### src/hdl/ctc_pkg.sv
// ctc_pkg: register map, field layout and timing constants for the comparator/touch control block
// assumes a 10 MHz system clock and a plain strobe register port
package ctc_pkg;
  localparam int CTC_ADDR_W = 4;
  localparam int CTC_DATA_W = 32;
  localparam logic [3:0] CTC_REG_CTRL0 = 4'h0;
  localparam logic [3:0] CTC_REG_CTRL1 = 4'h4;
  localparam logic [3:0] CTC_REG_STAT = 4'h8;
  localparam logic [31:0] CTC_RST_VAL = 32'h0000_0000;
  // ctrl0 fields
  localparam int CTC_F_PSEL = 6;
  localparam int CTC_F_NSEL = 4;
  localparam int CTC_F_USHORT = 3;
  localparam int CTC_F_LSHORT = 8;
  localparam int CTC_F_SRC = 0;
  // ctrl1 fields
  localparam int CTC_F_HYST = 20;
  localparam int CTC_F_NODE = 16;
  localparam int CTC_F_INV = 7;
  localparam int CTC_F_HS = 6;
  localparam int CTC_F_ISHORT = 5;
  localparam int CTC_F_NOV = 4;
  localparam int CTC_F_TCH = 2;
  localparam int CTC_F_DGL = 1;
  localparam int CTC_F_EN = 0;
  // status fields
  localparam int CTC_F_RAW = 0;
  localparam int CTC_F_OUT = 1;
  localparam int CTC_F_CNT = 16;
  // ladder supply codes
  localparam logic [2:0] CTC_SRC_OFF = 3'h0;
  localparam logic [2:0] CTC_SRC_CP = 3'h1;
  localparam logic [2:0] CTC_SRC_SYS = 3'h2;
  localparam logic [2:0] CTC_SRC_CORE = 3'h4;
  // timing
  localparam int CTC_CLK_HZ = 10_000_000;
  localparam int CTC_DGL_NS = 2000;
  localparam int CTC_DGL_CYC = (CTC_DGL_NS * (CTC_CLK_HZ / 1_000_000) + 999) / 1000;
  localparam int CTC_CNT_W = 16;
endpackage

### src/hdl/ctc_cond_if.sv
// ctc_cond_if: carries the raw result and conditioning controls to the filter
// assumes one clock domain
`timescale 1ns/100ps
interface ctc_cond_if;
  logic raw;
  logic dgl_en;
  logic filt;
  modport ctl (output raw, output dgl_en, input filt);
  modport flt (input raw, input dgl_en, output filt);
endinterface

### src/hdl/ctc_deglitch.sv
// ctc_deglitch: suppresses pulses shorter than the deglitch time or bypasses
// assumes raw input already synchronous to clk
`timescale 1ns/100ps
module ctc_deglitch
  import ctc_pkg::*;
#(
  parameter int CYC = CTC_DGL_CYC
) (
  input wire logic clk,
  input wire logic rst_n,
  input wire logic ce,
  ctc_cond_if.flt cif
);
  localparam int CW = $clog2(CYC + 1);
  logic [CW-1:0] cnt_r, cnt_nxt;
  logic held_r, held_nxt;

  //////////////////////////////////////////////////////////////////
  // counter qualified level
  always_comb begin
    cnt_nxt = cnt_r;
    held_nxt = held_r;
    if (cif.raw == held_r) begin
      cnt_nxt = '0;
    end else if (cnt_r == CW'(CYC - 1)) begin
      cnt_nxt = '0;
      held_nxt = cif.raw;
    end else begin
      cnt_nxt = cnt_r + CW'(1);
    end
  end

  always_ff @(posedge clk or negedge rst_n) begin
    if (!rst_n) begin
      cnt_r <= '0;
      held_r <= 1'b0;
    end else if (ce) begin
      cnt_r <= cnt_nxt;
      held_r <= held_nxt;
    end
  end

  assign cif.filt = cif.dgl_en ? held_r : cif.raw;
endmodule

### src/hdl/ctc_nonoverlap.sv
// ctc_nonoverlap: break-before-make sequencer for the two touch switches
// assumes the touch timer clock arrives as a synchronous level on clk
`timescale 1ns/100ps
module ctc_nonoverlap
  import ctc_pkg::*;
(
  input wire logic clk,
  input wire logic rst_n,
  input wire logic ce,
  input wire logic enable,
  input wire logic tclk,
  output logic chg_sw,
  output logic xfer_sw
);
  typedef enum logic [1:0] {CTC_IDLE, CTC_CHG, CTC_GAP, CTC_XFER} ctc_nov_t;
  ctc_nov_t st_r, st_nxt;
  logic tclk_r, tclk_nxt;
  logic edge_w;

  assign edge_w = tclk & ~tclk_r;

  //////////////////////////////////////////////////////////////////
  // steps on touch timer rising edges, except GAP which moves to XFER after one cycle
  always_comb begin
    tclk_nxt = tclk;
    st_nxt = st_r;
    if (!enable) begin
      st_nxt = CTC_IDLE;
    end else begin
      case (st_r)
        CTC_IDLE: st_nxt = edge_w ? CTC_CHG : CTC_IDLE;
        CTC_CHG: st_nxt = edge_w ? CTC_GAP : CTC_CHG;
        // one dead cycle so the open switch settles first
        CTC_GAP: st_nxt = CTC_XFER;
        CTC_XFER: st_nxt = edge_w ? CTC_IDLE : CTC_XFER;
        default: st_nxt = CTC_IDLE;
      endcase
    end
  end

  always_ff @(posedge clk or negedge rst_n) begin
    if (!rst_n) begin
      st_r <= CTC_IDLE;
      tclk_r <= 1'b0;
    end else if (ce) begin
      st_r <= st_nxt;
      tclk_r <= tclk_nxt;
    end
  end

  assign chg_sw = (st_r == CTC_CHG);
  assign xfer_sw = (st_r == CTC_XFER);
endmodule

### src/hdl/ctc_top.sv
// ctc_top: digital control around the comparator, ladder and touch switches
// assumes comparator result and touch timer clock are synchronous to clk
//
// Function
// - input_short closes the switch joining positive and negative inputs.
// - two-bit fields select positive and negative comparator sources.
// - separate touch channel field selects the charged pad.
// - four-bit node select picks one of 16 middle ladder taps.
// - upper and lower short controls bypass the outer ladder segments.
// - source select connects ladder top to chosen supply.
// - masked node bits follow the comparator result for hysteresis.
// - unmasked node bits keep their programmed value.
// - deglitch enable filters pulses below 2 us, else bypass.
// - output invert flips the presented result.
// - conditioned result drives port1 bit 7; software sets it output.
// - interrupt request raised whenever the conditioned result changes while enabled.
// - charge and transfer switches never closed together.
// - switching rate taken from the touch timer clock.
// - touch timer counts time sense input exceeds ladder tap.
// - non-overlap disabled holds both switches open.
// - source codes 000 off, 001 pump, 010 system, 100 core.
`timescale 1ns/100ps
module ctc_top
  import ctc_pkg::*;
#(
  parameter int DGL_CYC = CTC_DGL_CYC,
  parameter int CNT_W = CTC_CNT_W
) (
  input wire logic clk,
  input wire logic rst_n,
  input wire logic ce,
  input wire logic [CTC_ADDR_W-1:0] addr,
  input wire logic [CTC_DATA_W-1:0] wdata,
  input wire logic wr,
  input wire logic rd,
  output logic [CTC_DATA_W-1:0] rdata,
  input wire logic cmp_result,
  input wire logic touch_timer_clock,
  input wire logic touch_timer_run,
  input wire logic touch_timer_clear,
  output logic [1:0] cmp_pos_select,
  output logic [1:0] cmp_neg_select,
  output logic [1:0] touch_channel_select,
  output logic input_short,
  output logic [3:0] ladder_tap_node,
  output logic ladder_upper_short,
  output logic ladder_lower_short,
  output logic src_charge_pump_supply,
  output logic src_system_supply,
  output logic src_core_supply,
  output logic cmp_enable,
  output logic high_speed,
  output logic port1_bit7,
  output logic comparator_irq_vector,
  output logic chg_sw_r,
  output logic xfer_sw_r,
  output logic [CNT_W-1:0] touch_count
);
  logic [31:0] c0_r, c0_nxt, c1_r, c1_nxt;
  logic [CTC_DATA_W-1:0] rd_r, rd_nxt;
  logic [CNT_W-1:0] cnt_r, cnt_nxt;
  logic res_r, res_nxt;
  logic irq_r, irq_nxt;
  logic [3:0] node_r, node_nxt;
  logic [2:0] src_hot_r, src_hot_nxt;
  logic p7_r, p7_nxt;
  logic chg_w, xfer_w, chg_q, xfer_q;
  logic [3:0] node_w;
  logic [3:0] hyst_w, prog_w;
  logic cond_w;
  ctc_cond_if cif ();

  //////////////////////////////////////////////////////////////////
  // register port
  always_comb begin
    c0_nxt = c0_r;
    c1_nxt = c1_r;
    rd_nxt = '0;
    if (wr && addr == CTC_REG_CTRL0) begin
      c0_nxt = wdata;
    end
    if (wr && addr == CTC_REG_CTRL1) begin
      c1_nxt = wdata;
    end
    if (rd) begin
      case (addr)
        CTC_REG_CTRL0: rd_nxt = c0_r;
        CTC_REG_CTRL1: rd_nxt = c1_r;
        CTC_REG_STAT: begin
          rd_nxt[CTC_F_RAW] = cmp_result;
          rd_nxt[CTC_F_OUT] = p7_r;
          rd_nxt[CTC_F_CNT +: CNT_W] = cnt_r;
        end
        default: rd_nxt = '0;
      endcase
    end
  end

  always_ff @(posedge clk or negedge rst_n) begin
    if (!rst_n) begin
      c0_r <= CTC_RST_VAL;
      c1_r <= CTC_RST_VAL;
      rd_r <= '0;
    end else if (ce) begin
      c0_r <= c0_nxt;
      c1_r <= c1_nxt;
      rd_r <= rd_nxt;
    end
  end

  //////////////////////////////////////////////////////////////////
  // result conditioning
  assign cif.raw = cmp_result & c1_r[CTC_F_EN];
  assign cif.dgl_en = c1_r[CTC_F_DGL];

  ctc_deglitch #(.CYC(DGL_CYC)) u_dgl (
    .clk(clk),
    .rst_n(rst_n),
    .ce(ce),
    .cif(cif.flt)
  );

  assign cond_w = cif.filt ^ c1_r[CTC_F_INV];

  assign hyst_w = c1_r[CTC_F_HYST +: 4];
  assign prog_w = c1_r[CTC_F_NODE +: 4];
  assign node_w = (hyst_w & {4{cmp_result}}) | (~hyst_w & prog_w);

  // nonoverlap sequencer outputs registered again below
  ctc_nonoverlap u_nov (
    .clk(clk),
    .rst_n(rst_n),
    .ce(ce),
    .enable(c1_r[CTC_F_NOV]),
    .tclk(touch_timer_clock),
    .chg_sw(chg_w),
    .xfer_sw(xfer_w)
  );

  //////////////////////////////////////////////////////////////////
  // outputs and touch count
  always_comb begin
    node_nxt = node_w;
    p7_nxt = cond_w;
    res_nxt = cond_w;
    // every new result while enabled raises a request pulse
    irq_nxt = c1_r[CTC_F_EN] & (cond_w != res_r);
    // only the three legal codes connect a supply
    src_hot_nxt = 3'h0;
    case (c0_r[CTC_F_SRC +: 3])
      CTC_SRC_CP: src_hot_nxt[0] = 1'b1;
      CTC_SRC_SYS: src_hot_nxt[1] = 1'b1;
      CTC_SRC_CORE: src_hot_nxt[2] = 1'b1;
      default: src_hot_nxt = 3'h0;
    endcase
    cnt_nxt = cnt_r;
    if (touch_timer_clear) begin
      cnt_nxt = '0;
    end else if (touch_timer_run && cond_w) begin
      cnt_nxt = cnt_r + CNT_W'(1);
    end
    // break before make at the pins too
    chg_q = chg_w & ~xfer_sw_r;
    xfer_q = xfer_w & ~chg_sw_r;
  end

  always_ff @(posedge clk or negedge rst_n) begin
    if (!rst_n) begin
      node_r <= '0;
      p7_r <= 1'b0;
      res_r <= 1'b0;
      irq_r <= 1'b0;
      src_hot_r <= 3'h0;
      cnt_r <= '0;
      chg_sw_r <= 1'b0;
      xfer_sw_r <= 1'b0;
    end else if (ce) begin
      node_r <= node_nxt;
      p7_r <= p7_nxt;
      res_r <= res_nxt;
      irq_r <= irq_nxt;
      src_hot_r <= src_hot_nxt;
      cnt_r <= cnt_nxt;
      chg_sw_r <= chg_q;
      xfer_sw_r <= xfer_q;
    end
  end

  //////////////////////////////////////////////////////////////////
  // field fan-out, all from flip-flops
  assign rdata = rd_r;
  assign cmp_pos_select = c0_r[CTC_F_PSEL +: 2];
  assign cmp_neg_select = c0_r[CTC_F_NSEL +: 2];
  assign touch_channel_select = c1_r[CTC_F_TCH +: 2];
  assign input_short = c1_r[CTC_F_ISHORT];
  assign ladder_tap_node = node_r;
  assign ladder_upper_short = c0_r[CTC_F_USHORT];
  assign ladder_lower_short = c0_r[CTC_F_LSHORT];
  // supply decode, other codes leave it off
  assign src_charge_pump_supply = src_hot_r[0];
  assign src_system_supply = src_hot_r[1];
  assign src_core_supply = src_hot_r[2];
  assign cmp_enable = c1_r[CTC_F_EN];
  assign high_speed = c1_r[CTC_F_HS];
  assign port1_bit7 = p7_r;
  assign comparator_irq_vector = irq_r;
  assign touch_count = cnt_r;
endmodule

### config.mk
export PLATFORM = sky130hd
export DESIGN_NAME = ctc_top
export DESIGN_NICKNAME = d
export VERILOG_FILES = /design/src/hdl/ctc_pkg.sv /design/src/hdl/ctc_cond_if.sv /design/src/hdl/ctc_deglitch.sv /design/src/hdl/ctc_nonoverlap.sv /design/src/hdl/ctc_top.sv
export SDC_FILE = /design/constraint.sdc
export NUM_CORES = 1
export LEC_CHECK = 0
export CELL_PAD_IN_SITES_DETAIL_PLACEMENT = 0
export CELL_PAD_IN_SITES_GLOBAL_PLACEMENT = 1
export CORE_AREA = 2 2 131 133
export DETAILED_ROUTE_END_ITERATION = 8
export DIE_AREA = 0 0 133 135
export DONT_BUFFER_PORTS = 1
export PLACE_DENSITY = 0.68
export SYNTH_ARGS = -nofsm -noshare
export SYNTH_HDL_FRONTEND = slang
export SYNTH_SLANG_ARGS = --single-unit
### constraint.sdc
create_clock -name clk -period 1.92 [get_ports clk]
set_input_delay 0.192 -clock clk [delete_from_list [all_inputs] [get_ports clk]]
set_output_delay 0.192 -clock clk [all_outputs]
set_load 0.01 [all_outputs]
=== Word-level counts from Yosys, hierarchy flattened ===
Index checks and enable logic that the tools add are counted.

* Bits in registers: 132
* Bits of input ports: 45

* Add/subtract/negate cells: 2
* Equal/unequal tests: 11
* Multiplexer cells: 17
* Bitwise gates (word level): 14
* Reduce and logical (&&, ||, !) cells: 10

{| class="wikitable"
|+ Operator list
! kind !! number
|-
| $pmux 16 s3 || 1
|-
| $mux 16 || 2
|-
| $mux 32 || 1
|-
| $pmux 14 s2 || 1
|-
| $add 16x1->16 const B || 1
|-
| $mux 5 || 2
|-
| $and 4x4->4 || 2
|-
| $pmux 2 s4 || 1
|-
| $mux 2 || 3
|-
| $pmux 2 s3 || 1
|-
| $reduce_and 2->1 || 3
|-
| $add 5x1->5 const B || 1
|-
| $and 1x1->1 || 5
|-
| $eq 5x5->1 const B || 1
|-
| $mux 1 || 5
|-
| $eq 2x2->1 const B || 2
|-
| $eq 4x3->1 const B || 1
|-
| $eq 4x4->1 const B || 1
|-
| $logic_not 4->1 || 1
|-
| $not 1->1 || 4
|-
| $not 4->4 || 1
|-
| $or 4x4->4 || 1
|-
| $eq 3x1->1 const B || 1
|-
| $eq 3x2->1 const B || 1
|-
| other kinds (9) || 11
|}

=== Logic depth before layout (Yosys ltp) ===
Gate-level depths: netlist (run 1).

* Depth in word-level cells: 6
* Gate-level depth with buffers: 6
* Mapped depth without buffers: 5

=== By module ===
A second synthesis (run 1) with hierarchy kept.

* Cells, all modules: 489
* Area total of the unflattened synthesis: 5858.1 um2

{| class="wikitable"
|+ Modules (own cells, without submodules)
! module !! times used !! cells each !! area an instance (um2)
|-
| ctc_top || 1 || 440 || 5362.6
|-
| ctc_deglitch || 1 || 34 || 346.6
|-
| ctc_nonoverlap || 1 || 15 || 148.9
|}

=== Least setup slack after synthesis (run 1) ===
OpenSTA, ideal clock, no wires.

* Path kind: flip-flop to flip-flop
* Start point: register c1_r[0]
* End point: register cnt_r[5], in the netlist touch_count[5]
* Library setup time: 0.104 ns
* Data arrival time: 1.648 ns
* Slack: 0.168 ns
* Stages on the path, launching flop included: 5
* Buffers on the path: 0
* Path through: dfrtp_1 -> and4b_4 -> a2111o_1 -> or3_1 -> o311ai_1

* Cells in the longest elaborated chain, start to end: 6

{| class="wikitable"
|+ RTL lines
! what !! line !! RTL
|-
| start: declaration || ctc_top.sv:59 || <nowiki>logic [31:0] c0_r, c0_nxt, c1_r, c1_nxt;</nowiki>
|-
| start signal: assignment || ctc_top.sv:106 || <nowiki>c1_r <= c1_nxt;</nowiki>
|-
| $and 1x1->1 || ctc_top.sv:113 || <nowiki>assign cif.raw = cmp_result & c1_r[CTC_F_EN];</nowiki>
|-
| $mux 1 || ctc_deglitch.sv:43 || <nowiki>assign cif.filt = cif.dgl_en ? held_r : cif.raw;</nowiki>
|-
| $xor 1x1->1 || ctc_top.sv:123 || <nowiki>assign cond_w = cif.filt ^ c1_r[CTC_F_INV];</nowiki>
|-
| $logic_and 1x1->1 || ctc_top.sv:159 || <nowiki>end else if (touch_timer_run && cond_w) begin</nowiki>
|-
| $reduce_bool 2->1 (no line) || - ||
|-
| $reduce_and 2->1 (no line) || - ||
|-
| end signal: assignment || ctc_top.sv:183 || <nowiki>cnt_r <= cnt_nxt;</nowiki>
|-
| end: declaration || ctc_top.sv:61 || <nowiki>logic [CNT_W-1:0] cnt_r, cnt_nxt;</nowiki>
|}

No other way between the ends.
A chain may end at the register's enable or synchronous reset.

=== Worst setup path in the final report (run 1) ===
* Start point: register c1_r[1]
* End point: register cnt_r[6], in the netlist touch_count[6]

* Cells in the longest elaborated chain, start to end: 5

{| class="wikitable"
|+ RTL lines
! what !! line
|-
| $mux 1 || ctc_deglitch.sv:43
|-
| $xor 1x1->1 || ctc_top.sv:123
|-
| $logic_and 1x1->1 || ctc_top.sv:159
|-
| $reduce_bool 2->1 (no line) || -
|-
| $reduce_and 2->1 (no line) || -
|}

No other way between the ends.

==> results of run 1 <==
-- cells in the final DEF, fill, tap and decap left out, drive strengths merged, types with 6 or more instances in the layout --
cell type    Yosys  layout
dfrtp          132     132
mux2            65      65
o2bb2ai         37      37
dlygate4sd3      0      36
buf             21      35
a21oi           30      30
clkbuf          19      24
nand2           23      23
nor2            20      20
a22o            18      18
a22oi           15      15
inv             14      14
nand3           10      10
nand4            7       7
nor3             7       7
mux2i            7       7
o211ai           6       6
-- power by group --
part / switching, mW / leakage, nW / internal [mW] / total, mW
Sequential: 0.421 / 1.73 / 3.20 / 3.62
Combinational: 0.542 / 1.12 / 0.613 / 1.16
Clock: 1.18 / 0.292 / 2.18 / 3.36
Total: 2.15 / 3.15 / 5.99 / 8.14
-- sequential cells by signal, summed over array words and instances, names as in the netlist --
name and flops:
xfer_sw_r 1, rdata 32, u_nov.tclk_r 1, c1_r 32, chg_sw_r 1, c0_r 32
u_nov.st_r 2, ladder_tap_node 4, u_dgl.held_r 1, port1_bit7 1, comparator_irq_vector 1, touch_count 16
u_dgl.cnt_r 5, src_hot_r 3
-- routing by layer --
metal | wire length, um | vias to the layer above
li1 | - | 1984
met1 | 7007 | 2289
met2 | 8256 | 136
met3 | 1285 | 14
met4 | 167 | 0
met5 | 0 | -
-- kinds of logic after synthesis --
group           share of synthesized area (%)
flops                                   54.87
simple gates                            8.875
compound gates                          17.69
xor+xnor                               0.4366
mux                                     13.32
fa+ha+maj                              0.4156
buf+inv                                 4.386
-- area by class of cell --
type | count | area [um^2]
repair buffers | 72 | 646.9
inverters | 15 | 56.30
clock inverters | 8 | 122.6
multi-input cells | 312 | 2507
well taps | 220 | 275.3
fillers | 1506 | 9001
clock buffers | 24 | 491.7
flip-flops and latches | 132 | 3306
-- timing repair --
item | CTS | global route
setup buffers | 0 | 3
hold endpoints to repair | 222 | 132
endpoints found under the setup margin | 0 | 5
gates resized for setup | 0 | 11
-- worst max-delay path, delay by kind of cell (launching register included) --
kind	cells	cell delay (ns)
compound gates	2	0.72
simple gates	2	0.67
flops	1	0.41
-- cells in the mapped netlist, types with 3 or more instances --
| master | number |
|---|---|
| buf_1 | 4 |
| clkbuf_1 | 19 |
| buf_2 | 4 |
| a31oi_1 | 4 |
| nand2_1 | 23 |
| o211ai_1 | 6 |
| a22oi_1 | 15 |
| nor3_1 | 7 |
| nand3_1 | 10 |
| a22o_1 | 18 |
| and3_1 | 5 |
| mux2i_1 | 7 |
| o21ai_0 | 5 |
| o2bb2ai_1 | 37 |
| dfrtp_1 | 132 |
| mux2_2 | 64 |
| xnor2_1 | 3 |
| inv_1 | 14 |
| nand4_1 | 7 |
| nor2_1 | 20 |
| a21o_1 | 4 |
| buf_4 | 12 |
| a21oi_1 | 30 |
| or3_1 | 4 |
-- worst max-delay path by stage --
stage | from | endpoint | slack, ns | depth (start not counted)
after floorplan | c1_r[0] | touch_count[5] | 0.17 | 4
after global placement | c1_r[1] | touch_count[5] | 0.11 | 4
after detailed placement | c1_r[1] | touch_count[5] | 0.04 | 4
after CTS | c1_r[1] | touch_count[5] | 0.03 | 4
after global routing | c1_r[1] | touch_count[6] | -0.02 | 4
final | c1_r[1] | touch_count[6] | 0.04 | 4
==> metrics, run 1 <==
outcome=finished with violations; failing checks=negative hold slack; clk root buf=clkbuf_16; Netlist Area Pre-Place=~6000 um^2; Crit path required time=2.23 ns; final hold slack=-0.5348 ns; Pwr Total=8.139 mW; worst-path cell chain=and4b_4 > a2111o_1 > or3_4 > o311ai_4; Rel. slew slack=a little over two fifths; met2 GRT Util=a little under a third; routed wire length=16720 um; P_leak=3.150 nW; Nets=around 600; Slew Viols, Final=0; unrepaired setup endpoints after global routing=yes; syn_nets=between 500 and 600; Clock Sinks=132; Clk Latency, worst-skew pair=0.42 ns; drt pass-1 iters=5; Hold Crit Class=in2async; Non-Filler Cell Area, Final=roughly 7400 um^2; Slowest Stage Delay on Critical Path=0.51 ns; cell count after placement=710; share of post-route cells with drive strength above 1=25.22%; Yosys top cell by area=dfrtp_1; Setup TNS Final=0 ns; Ant. Diodes=0; Synth Flop Type=dfrtp_1; PwrDens=1099 nW/um^2; hpwl dp=10710 um; worst reg2reg path endpoint=touch_count[6]; M3 GR Usage=7.320%; detailed-route via count=4423; Max Clock Freq=532.7 MHz; die width=around 130 um; die area=between 15000 and 20000 um^2; Yosys cell types=54; Synth top area share=a little over half; first-pass GRT wire length=26240 um; routed len/inst=21.35 um; vias in the first global route=~4700; crit share post-route=97.77%; Non-Filler Instances=783; # rows=47; Seq cells post-synth=around 130; gr busiest metal=met2; die height=135 um; Reg clk slew, reported paths=0.06 ns; Max Cap Viol=0; CP Class=reg2reg; Ys Warns=0; min cycle time layout=between 1.5 and 2 ns; Residual DRC=0; GR Overflow Total=0; M1 GR Usage=a little under a quarter; port bufs=0; post-route ant nets=0; Core ar.=16410 um^2; # IOs=roughly 120; cell count after synthesis=499; Seq/Total Area, Yosys=a little over half; Core Util, Final=45.14%; CTS tree=yes; cts hold-fix bufs=37; reg2reg path depth=4; Post-synth ARST share=100.0%; pre-CTS WS=0.03992 ns; DR vias/cell=5.649; initial core utilization=36.69%; worst reg2reg setup slack=between 0.04 and 0.05 ns; Worst setup EP type=flip-flop; synthesized area per cell=between 10 and 15 um^2; largest net degree at the start of global routing=133; Final Wtd Congestion=0.7928; CTS buffer count=17; initial antenna violation count=0; maximum buffer depth of the clock tree=2; CP startpoint kind=flip-flop; initial DRC count=287; number of synthesized flops with an enable pin=0; final critical-path setup slack=0.04277 ns; worst-margin pin slew=between 0.8 and 0.9 ns; GR Util All Layers=19.03%; Final Setup Violations=0; Layout area overhead=23.03%; Arr. time, crit path=2.19 ns; Area after DPL=6331 um^2; H-tree depth=4; top cells by area, synth=dfrtp_1 55%, mux2_2 12%, o2bb2ai_1 5.4%, a22o_1 2.6%, a21oi_1 2.5%; critical path peak fanout=8; Clock Skew=0.01600 ns; cell with the largest stage delay on the worst path=a2111o_1; Final Hold Fails=132; IR drop worst, VDD=650.6 uV; RR Startpoint=c1_r[1]
(Power assumes the default switching activity.)
==> inputs of run 2 (changes only) <==
--- a/config.mk
+++ b/config.mk
@@ -8,10 +8,12 @@
 export CELL_PAD_IN_SITES_DETAIL_PLACEMENT = 0
 export CELL_PAD_IN_SITES_GLOBAL_PLACEMENT = 1
 export CORE_AREA = 2 2 131 133
+export CTS_CLUSTER_SIZE = 30
 export DETAILED_ROUTE_END_ITERATION = 8
 export DIE_AREA = 0 0 133 135
 export DONT_BUFFER_PORTS = 1
 export PLACE_DENSITY = 0.68
+export RECOVER_POWER = 100
 export SYNTH_ARGS = -nofsm -noshare
 export SYNTH_HDL_FRONTEND = slang
 export SYNTH_SLANG_ARGS = --single-unit
==> run 2 against run 1 <==
The flow still finishes with violations (negative hold slack). Wire length decreased by 0.55%. Clock skew increased by 0.00050 ns. Critical endpoint unchanged. Via count decreased by 0.77%. Clock power about the same. Critical path type unchanged. Sequential cell count unchanged. Total power decreased by 0.43%. Non-clock buffer count unchanged. First-iteration DRC count increased by 0.70%. Global-route usage unchanged. Count of clock-buffer cells in the layout unchanged.
==> metrics, run 2 (synthesis results as in run 1) <==
RR Startpoint=c1_r[1] (unchanged); routed len/inst=21.23 um (was 21.35 um); reg2reg path depth=4 (unchanged); die width=133 um (unchanged); Rel. slew slack=38.51% (was 43.95%); Max Cap Viol=0 (unchanged); worst reg2reg path endpoint=touch_count[6] (unchanged); IR drop worst, VDD=649.4 uV (was 650.6 uV); Sw Ratio=26.37% (was 26.39%); Area after DPL=6331 um^2 (unchanged); Clock Skew=0.01650 ns (was 0.01600 ns); P_leak=3.097 nW (was 3.150 nW); commonest non-fill, non-tap cell in the layout=dfrtp_1 (unchanged); Critical Path End=touch_count[6] (unchanged); CP startpoint kind=flip-flop (unchanged); Clk Latency, worst-skew pair=0.42 ns (about the same); H-tree depth=4 (unchanged); die area=17960 um^2 (unchanged); crit path from=c1_r[1] (unchanged); gr busiest metal=met2 (unchanged); CTS buffer count=17 (unchanged); Clock Sinks=132 (unchanged); clk root buf=clkbuf_16 (unchanged); critical path peak fanout=8 (unchanged); CTS tree=yes (unchanged); final critical-path setup slack=0.04296 ns (was 0.04277 ns); Non-Filler Cell Area, Final=7328 um^2 (was 7406 um^2); cell count after placement=710 (unchanged); worst reg2reg setup slack=0.04 ns (about the same); die height=135 um (unchanged); worst-path cell chain=and4b_4 > a2111o_1 > or3_4 > o311ai_4 (unchanged); post-route ant nets=0 (unchanged); Core Util, Final=44.67% (was 45.14%); GR Overflow Total=0 (unchanged); Residual DRC=0 (unchanged); Psw=2.137 mW (was 2.148 mW); internal power=5.967 mW (was 5.991 mW); Ant. Diodes=0 (unchanged); Arr. time, crit path=2.19 ns (about the same); commonest cells after routing, fill and taps aside=130 x dfrtp_1, 64 x mux2_2, 37 x o2bb2ai_1, 36 x dlygate4sd3_1, 29 x a21oi_1 (was 130 x dfrtp_1, 64 x mux2_2, 37 x o2bb2ai_1, 36 x dlygate4sd3_1, 34 x buf_4); Pwr Total=8.104 mW (was 8.139 mW); first-pass GRT wire length=26240 um (unchanged); port bufs=0 (unchanged); Non-Filler Instances=783 (unchanged); Hold Crit Class=in2async (unchanged); final hold slack=-0.5343 ns (was -0.5348 ns); Final Hold Fails=132 (unchanged); vias in the first global route=4679 (unchanged); met2 GRT Util=31.89% (unchanged); M3 GR Usage=7.320% (unchanged); routed wire length=16630 um (was 16720 um); Layout area overhead=21.74% (was 23.03%); largest net degree at the start of global routing=133 (unchanged); initial antenna violation count=0 (unchanged); Max Clock Freq=532.8 MHz (was 532.7 MHz); Reg clk slew, reported paths=0.06 ns (about the same); Setup TNS Final=0 ns (unchanged); pre-CTS WS=0.03992 ns (unchanged); Slew Viols, Final=0 (unchanged); Worst setup EP type=flip-flop (unchanged); drt pass-1 iters=4 (was 5); Crit path required time=2.23 ns (about the same); detailed-route via count=4389 (was 4423); failing checks=negative hold slack (unchanged); Slowest Stage Delay on Critical Path=0.51 ns (about the same); Comb power frac=13.9% (was 14.2%); initial core utilization=36.69% (unchanged); outcome=finished with violations (unchanged); part of the power in registers=44.6% (was 44.5%); worst-margin pin slew=0.9224 ns (was 0.8407 ns); CP Class=reg2reg (unchanged); maximum buffer depth of the clock tree=2 (unchanged); cell with the largest stage delay on the worst path=a2111o_1 (unchanged); Nets=597 (unchanged); clock power share=41.5% (was 41.3%); GR Util All Layers=19.03% (unchanged); crit share post-route=97.76% (was 97.77%); Final Wtd Congestion=0.7928 (unchanged); PwrDens=1106 nW/um^2 (was 1099 nW/um^2); # IOs=115 (unchanged); M1 GR Usage=22.88% (unchanged); min cycle time layout=1.877 ns (about the same); DR vias/cell=5.605 (was 5.649); Final Setup Violations=0 (unchanged); initial DRC count=289 (was 287); cts hold-fix bufs=37 (unchanged); Core ar.=16410 um^2 (unchanged); hpwl dp=10710 um (unchanged); share of post-route cells with drive strength above 1=23.09% (was 25.22%); # rows=47 (unchanged); unrepaired setup endpoints after global routing=yes (unchanged)
run 2: changes by cell type in the layout (fill, tap and decap cells not counted):
cell and delta:
clkbuf_2 +4, clkbuf_1 +10, nor4_4 -1, nor4b_1 +1, nor4_1 +1, nor4b_4 -1
buf_4 -14
run 2: area by class of cell:
type / instances / area (um^2)
timing repair buffer: 72 / 599.3
fill: 1523 / 9079
inverter: 15 / 56.30
tap: 220 / 275.3
clock buffer: 24 / 491.7
sequential: 132 / 3306
clock inverter: 8 / 122.6
multi-input combinational: 312 / 2477
run 2: what timing repair did:
action                                 in CTS  in global routing
buffers inserted                            0                  3
endpoints found under the hold margin     222                132
setup endpoints to repair                   0                  5
gates resized for setup                     0                 11
run 2: power by group through the flow:
stage	sequential, mW	combinational, mW	clock, mW
floorplan	3.57	0.758	0
global placement	3.64	0.977	0
detailed placement	3.66	1.01	0
CTS	3.62	1.11	3.43
global route	3.68	1.25	3.57
finish	3.62	1.13	3.36
run 2: worst max-delay path: cells and delay by family, from the launching register on:
family | cells | cell delay (ns)
AO/OA/AOI/OAI | 2 | 0.72
flip-flops | 1 | 0.41
AND/OR/NAND/NOR | 2 | 0.66
run 2: routing by layer:
layer	wire, um	vias to the layer above
met4	138	0
met2	8245	120
met1	6951	2280
met5	0	-
met3	1290	9
li1	-	1980
run 2: how the worst min path moves through the flow:
stage	end	slack, ns	depth (start not counted)
6_report	rdata[26]	-0.53	0
5_1_grt	rdata[25]	-0.56	0
4_1_cts	rdata[25]	-0.55	0
3_5_place_dp	rdata[25]	-0.10	0
3_3_place_gp	rdata[26]	-0.10	0
2_1_floorplan	c0_r[0]	-0.10	0
==> inputs of run 3 (changes only) <==
--- a/config.mk
+++ b/config.mk
@@ -7,12 +7,12 @@
 export LEC_CHECK = 0
 export CELL_PAD_IN_SITES_DETAIL_PLACEMENT = 0
 export CELL_PAD_IN_SITES_GLOBAL_PLACEMENT = 1
-export CORE_AREA = 2 2 131 133
+export CORE_AREA = 2 2 126 128
 export CTS_CLUSTER_SIZE = 30
 export DETAILED_ROUTE_END_ITERATION = 8
-export DIE_AREA = 0 0 133 135
+export DIE_AREA = 0 0 128 130
 export DONT_BUFFER_PORTS = 1
-export PLACE_DENSITY = 0.68
+export PLACE_DENSITY = 0.72
 export RECOVER_POWER = 100
 export SYNTH_ARGS = -nofsm -noshare
 export SYNTH_HDL_FRONTEND = slang
==> run 3 against run 2 <==
The run still ends with negative hold slack left. Critical path depth unchanged. Combinational power about the same. Count of clock-buffer cells in the layout unchanged. Critical path type unchanged. Highest routed layer unchanged.
==> metrics, run 3 (synthesis results as in run 1) <==
fill count=1418 (was 1523); # IOs=115 (unchanged); CP Class=reg2reg (unchanged); worst-margin pin slew=0.9060 ns (was 0.9224 ns); die height=130 um (was 135 um); routed wire length=16430 um (was 16630 um); RR Startpoint=c1_r[7] (was c1_r[1]); Worst setup EP type=flip-flop (unchanged); Arr. time, crit path=2.18 ns (was 2.19 ns); CP startpoint kind=flip-flop (unchanged); detailed-route via count=4461 (was 4389); Residual DRC=0 (unchanged); Clk Latency, worst-skew pair=0.41 ns (was 0.42 ns); routed len/inst=21.81 um (was 21.23 um); Reg clk slew, reported paths=0.06 ns (about the same); Clock Sinks=132 (unchanged); M3 GR Usage=6.970% (was 7.320%); Hold Crit Class=in2async (unchanged); H-tree depth=4 (unchanged); initial DRC count=359 (was 289); post-route ant nets=0 (unchanged); drt pass-1 iters=5 (was 4); GR Util All Layers=20.47% (was 19.03%); clk root buf=clkbuf_16 (unchanged); # rows=46 (was 47); port bufs=0 (unchanged); PwrDens=1114 nW/um^2 (was 1106 nW/um^2); Layout area overhead=19.81% (was 21.74%); initial core utilization=39.02% (was 36.69%); M1 GR Usage=26.26% (was 22.88%); Nets=595 (was 597); Non-Filler Cell Area, Final=7212 um^2 (was 7328 um^2); CTS tree=yes (unchanged); largest net degree at the start of global routing=133 (unchanged); cts hold-fix bufs=36 (was 37); failing checks=negative hold slack (unchanged); worst reg2reg path endpoint=touch_count[5] (was touch_count[6]); initial antenna violation count=0 (unchanged); first-pass GRT wire length=26030 um (was 26240 um); critical path peak fanout=6 (was 8); Multi-input gate area=2452 um^2 (was 2477 um^2); Final Setup Violations=0 (unchanged); sequential cell area=3303 um^2 (was 3306 um^2); commonest cells after routing, fill and taps aside=132 x dfrtp_1, 64 x mux2_2, 37 x o2bb2ai_1, 35 x dlygate4sd3_1, 30 x a21oi_1 (was 130 x dfrtp_1, 64 x mux2_2, 37 x o2bb2ai_1, 36 x dlygate4sd3_1, 29 x a21oi_1); commonest non-fill, non-tap cell in the layout=dfrtp_1 (unchanged); hpwl dp=10530 um (was 10710 um); GR Overflow Total=0 (unchanged); min cycle time layout=1.866 ns (was 1.877 ns); Ant. Diodes=0 (unchanged); Area after DPL=6301 um^2 (was 6331 um^2); reg2reg path depth=4 (unchanged); unrepaired setup endpoints after global routing=yes (unchanged); Final Wtd Congestion=0.8217 (was 0.7928); crit share post-route=97.20% (was 97.76%); Clock Skew=0.008007 ns (was 0.01650 ns); met2 GRT Util=32.40% (was 31.89%); Pwr Total=8.037 mW (was 8.104 mW); Core ar.=15420 um^2 (was 16410 um^2); maximum buffer depth of the clock tree=2 (unchanged); die width=128 um (was 133 um); Rel. slew slack=39.60% (was 38.51%); outcome=finished with violations (unchanged); share of post-route cells with drive strength above 1=20.68% (was 23.09%); CTS buffer count=17 (unchanged); IR drop worst, VDD=645.6 uV (was 649.4 uV); Core Util, Final=46.76% (was 44.67%); Max Clock Freq=535.8 MHz (was 532.8 MHz); Crit path required time=2.23 ns (about the same); gr busiest metal=met2 (unchanged); vias in the first global route=4582 (was 4679); worst reg2reg setup slack=0.05 ns (was 0.04 ns); Final Hold Fails=132 (unchanged); Slew Viols, Final=0 (unchanged); P_leak=3.061 nW (was 3.097 nW); die area=16640 um^2 (was 17960 um^2); Max Cap Viol=0 (unchanged); DR vias/cell=5.924 (was 5.605); final hold slack=-0.5242 ns (was -0.5343 ns)
[run 3: metal layers]
layer,wire (um),part of all wire [%]
met1,6906,42
met2,7875,48
met3,1331,8.1
met4,311,1.9
met5,0,0
[run 3: worst max path at each step]
stage	startpoint	endpoint	slack (ns)	cells past startpoint
6_report	c1_r[7]	touch_count[5]	0.05	4
3_5_place_dp	c1_r[1]	touch_count[5]	0.05	4
2_1_floorplan	c1_r[0]	touch_count[5]	0.17	4
5_1_grt	c1_r[7]	touch_count[5]	-0.03	4
4_1_cts	c1_r[7]	touch_count[5]	0.04	4
3_3_place_gp	c1_r[1]	touch_count[5]	0.1	4
[run 3: critical path: stages (launching register included)]
cell and delay, ns:
dfrtp_1 0.43, and3_1 0.24, a2111o_1 0.48, or3_1 0.40, o311ai_2 0.22
[run 3: final cells by class]
cell class                 count  share of cell area (%)
clock buffer                  24                   6.679
clock inverter                 8                   1.718
inverter                      15                  0.7807
multi-input combinational    312                   34.00
sequential                   132                   45.80
tap                          192                   3.331
timing repair buffer          70                   7.686
[run 3: what timing repair did]
action                                 in CTS  in global routing
gates resized for setup                     0                  5
setup endpoints to repair                   0                  3
setup buffers                               0                  3
endpoints found under the hold margin     221                132
[run 3: through the flow]
stage / TNS (ns) / instances / hold WS (ns) / worst slack, ns
finish: 0 / 753 / -0.5242 / 0.05378
CTS: 0 / 749 / -0.5425 / 0.03836
global placement: 0 / 681 / -0.09894 / 0.09990
floorplan: 0 / 499 / -0.1036 / 0.1677
global route: -0.05451 / 753 / -0.5550 / -0.02609
detailed placement: 0 / 681 / -0.09887 / 0.04717
[run 3: power breakdown]
part | switching (mW) | total, mW | internal (mW)
Combinational | 0.556 | 1.13 | 0.571
Clock | 1.17 | 3.32 | 2.14
Sequential | 0.393 | 3.59 | 3.20
Total | 2.12 | 8.04 | 5.91
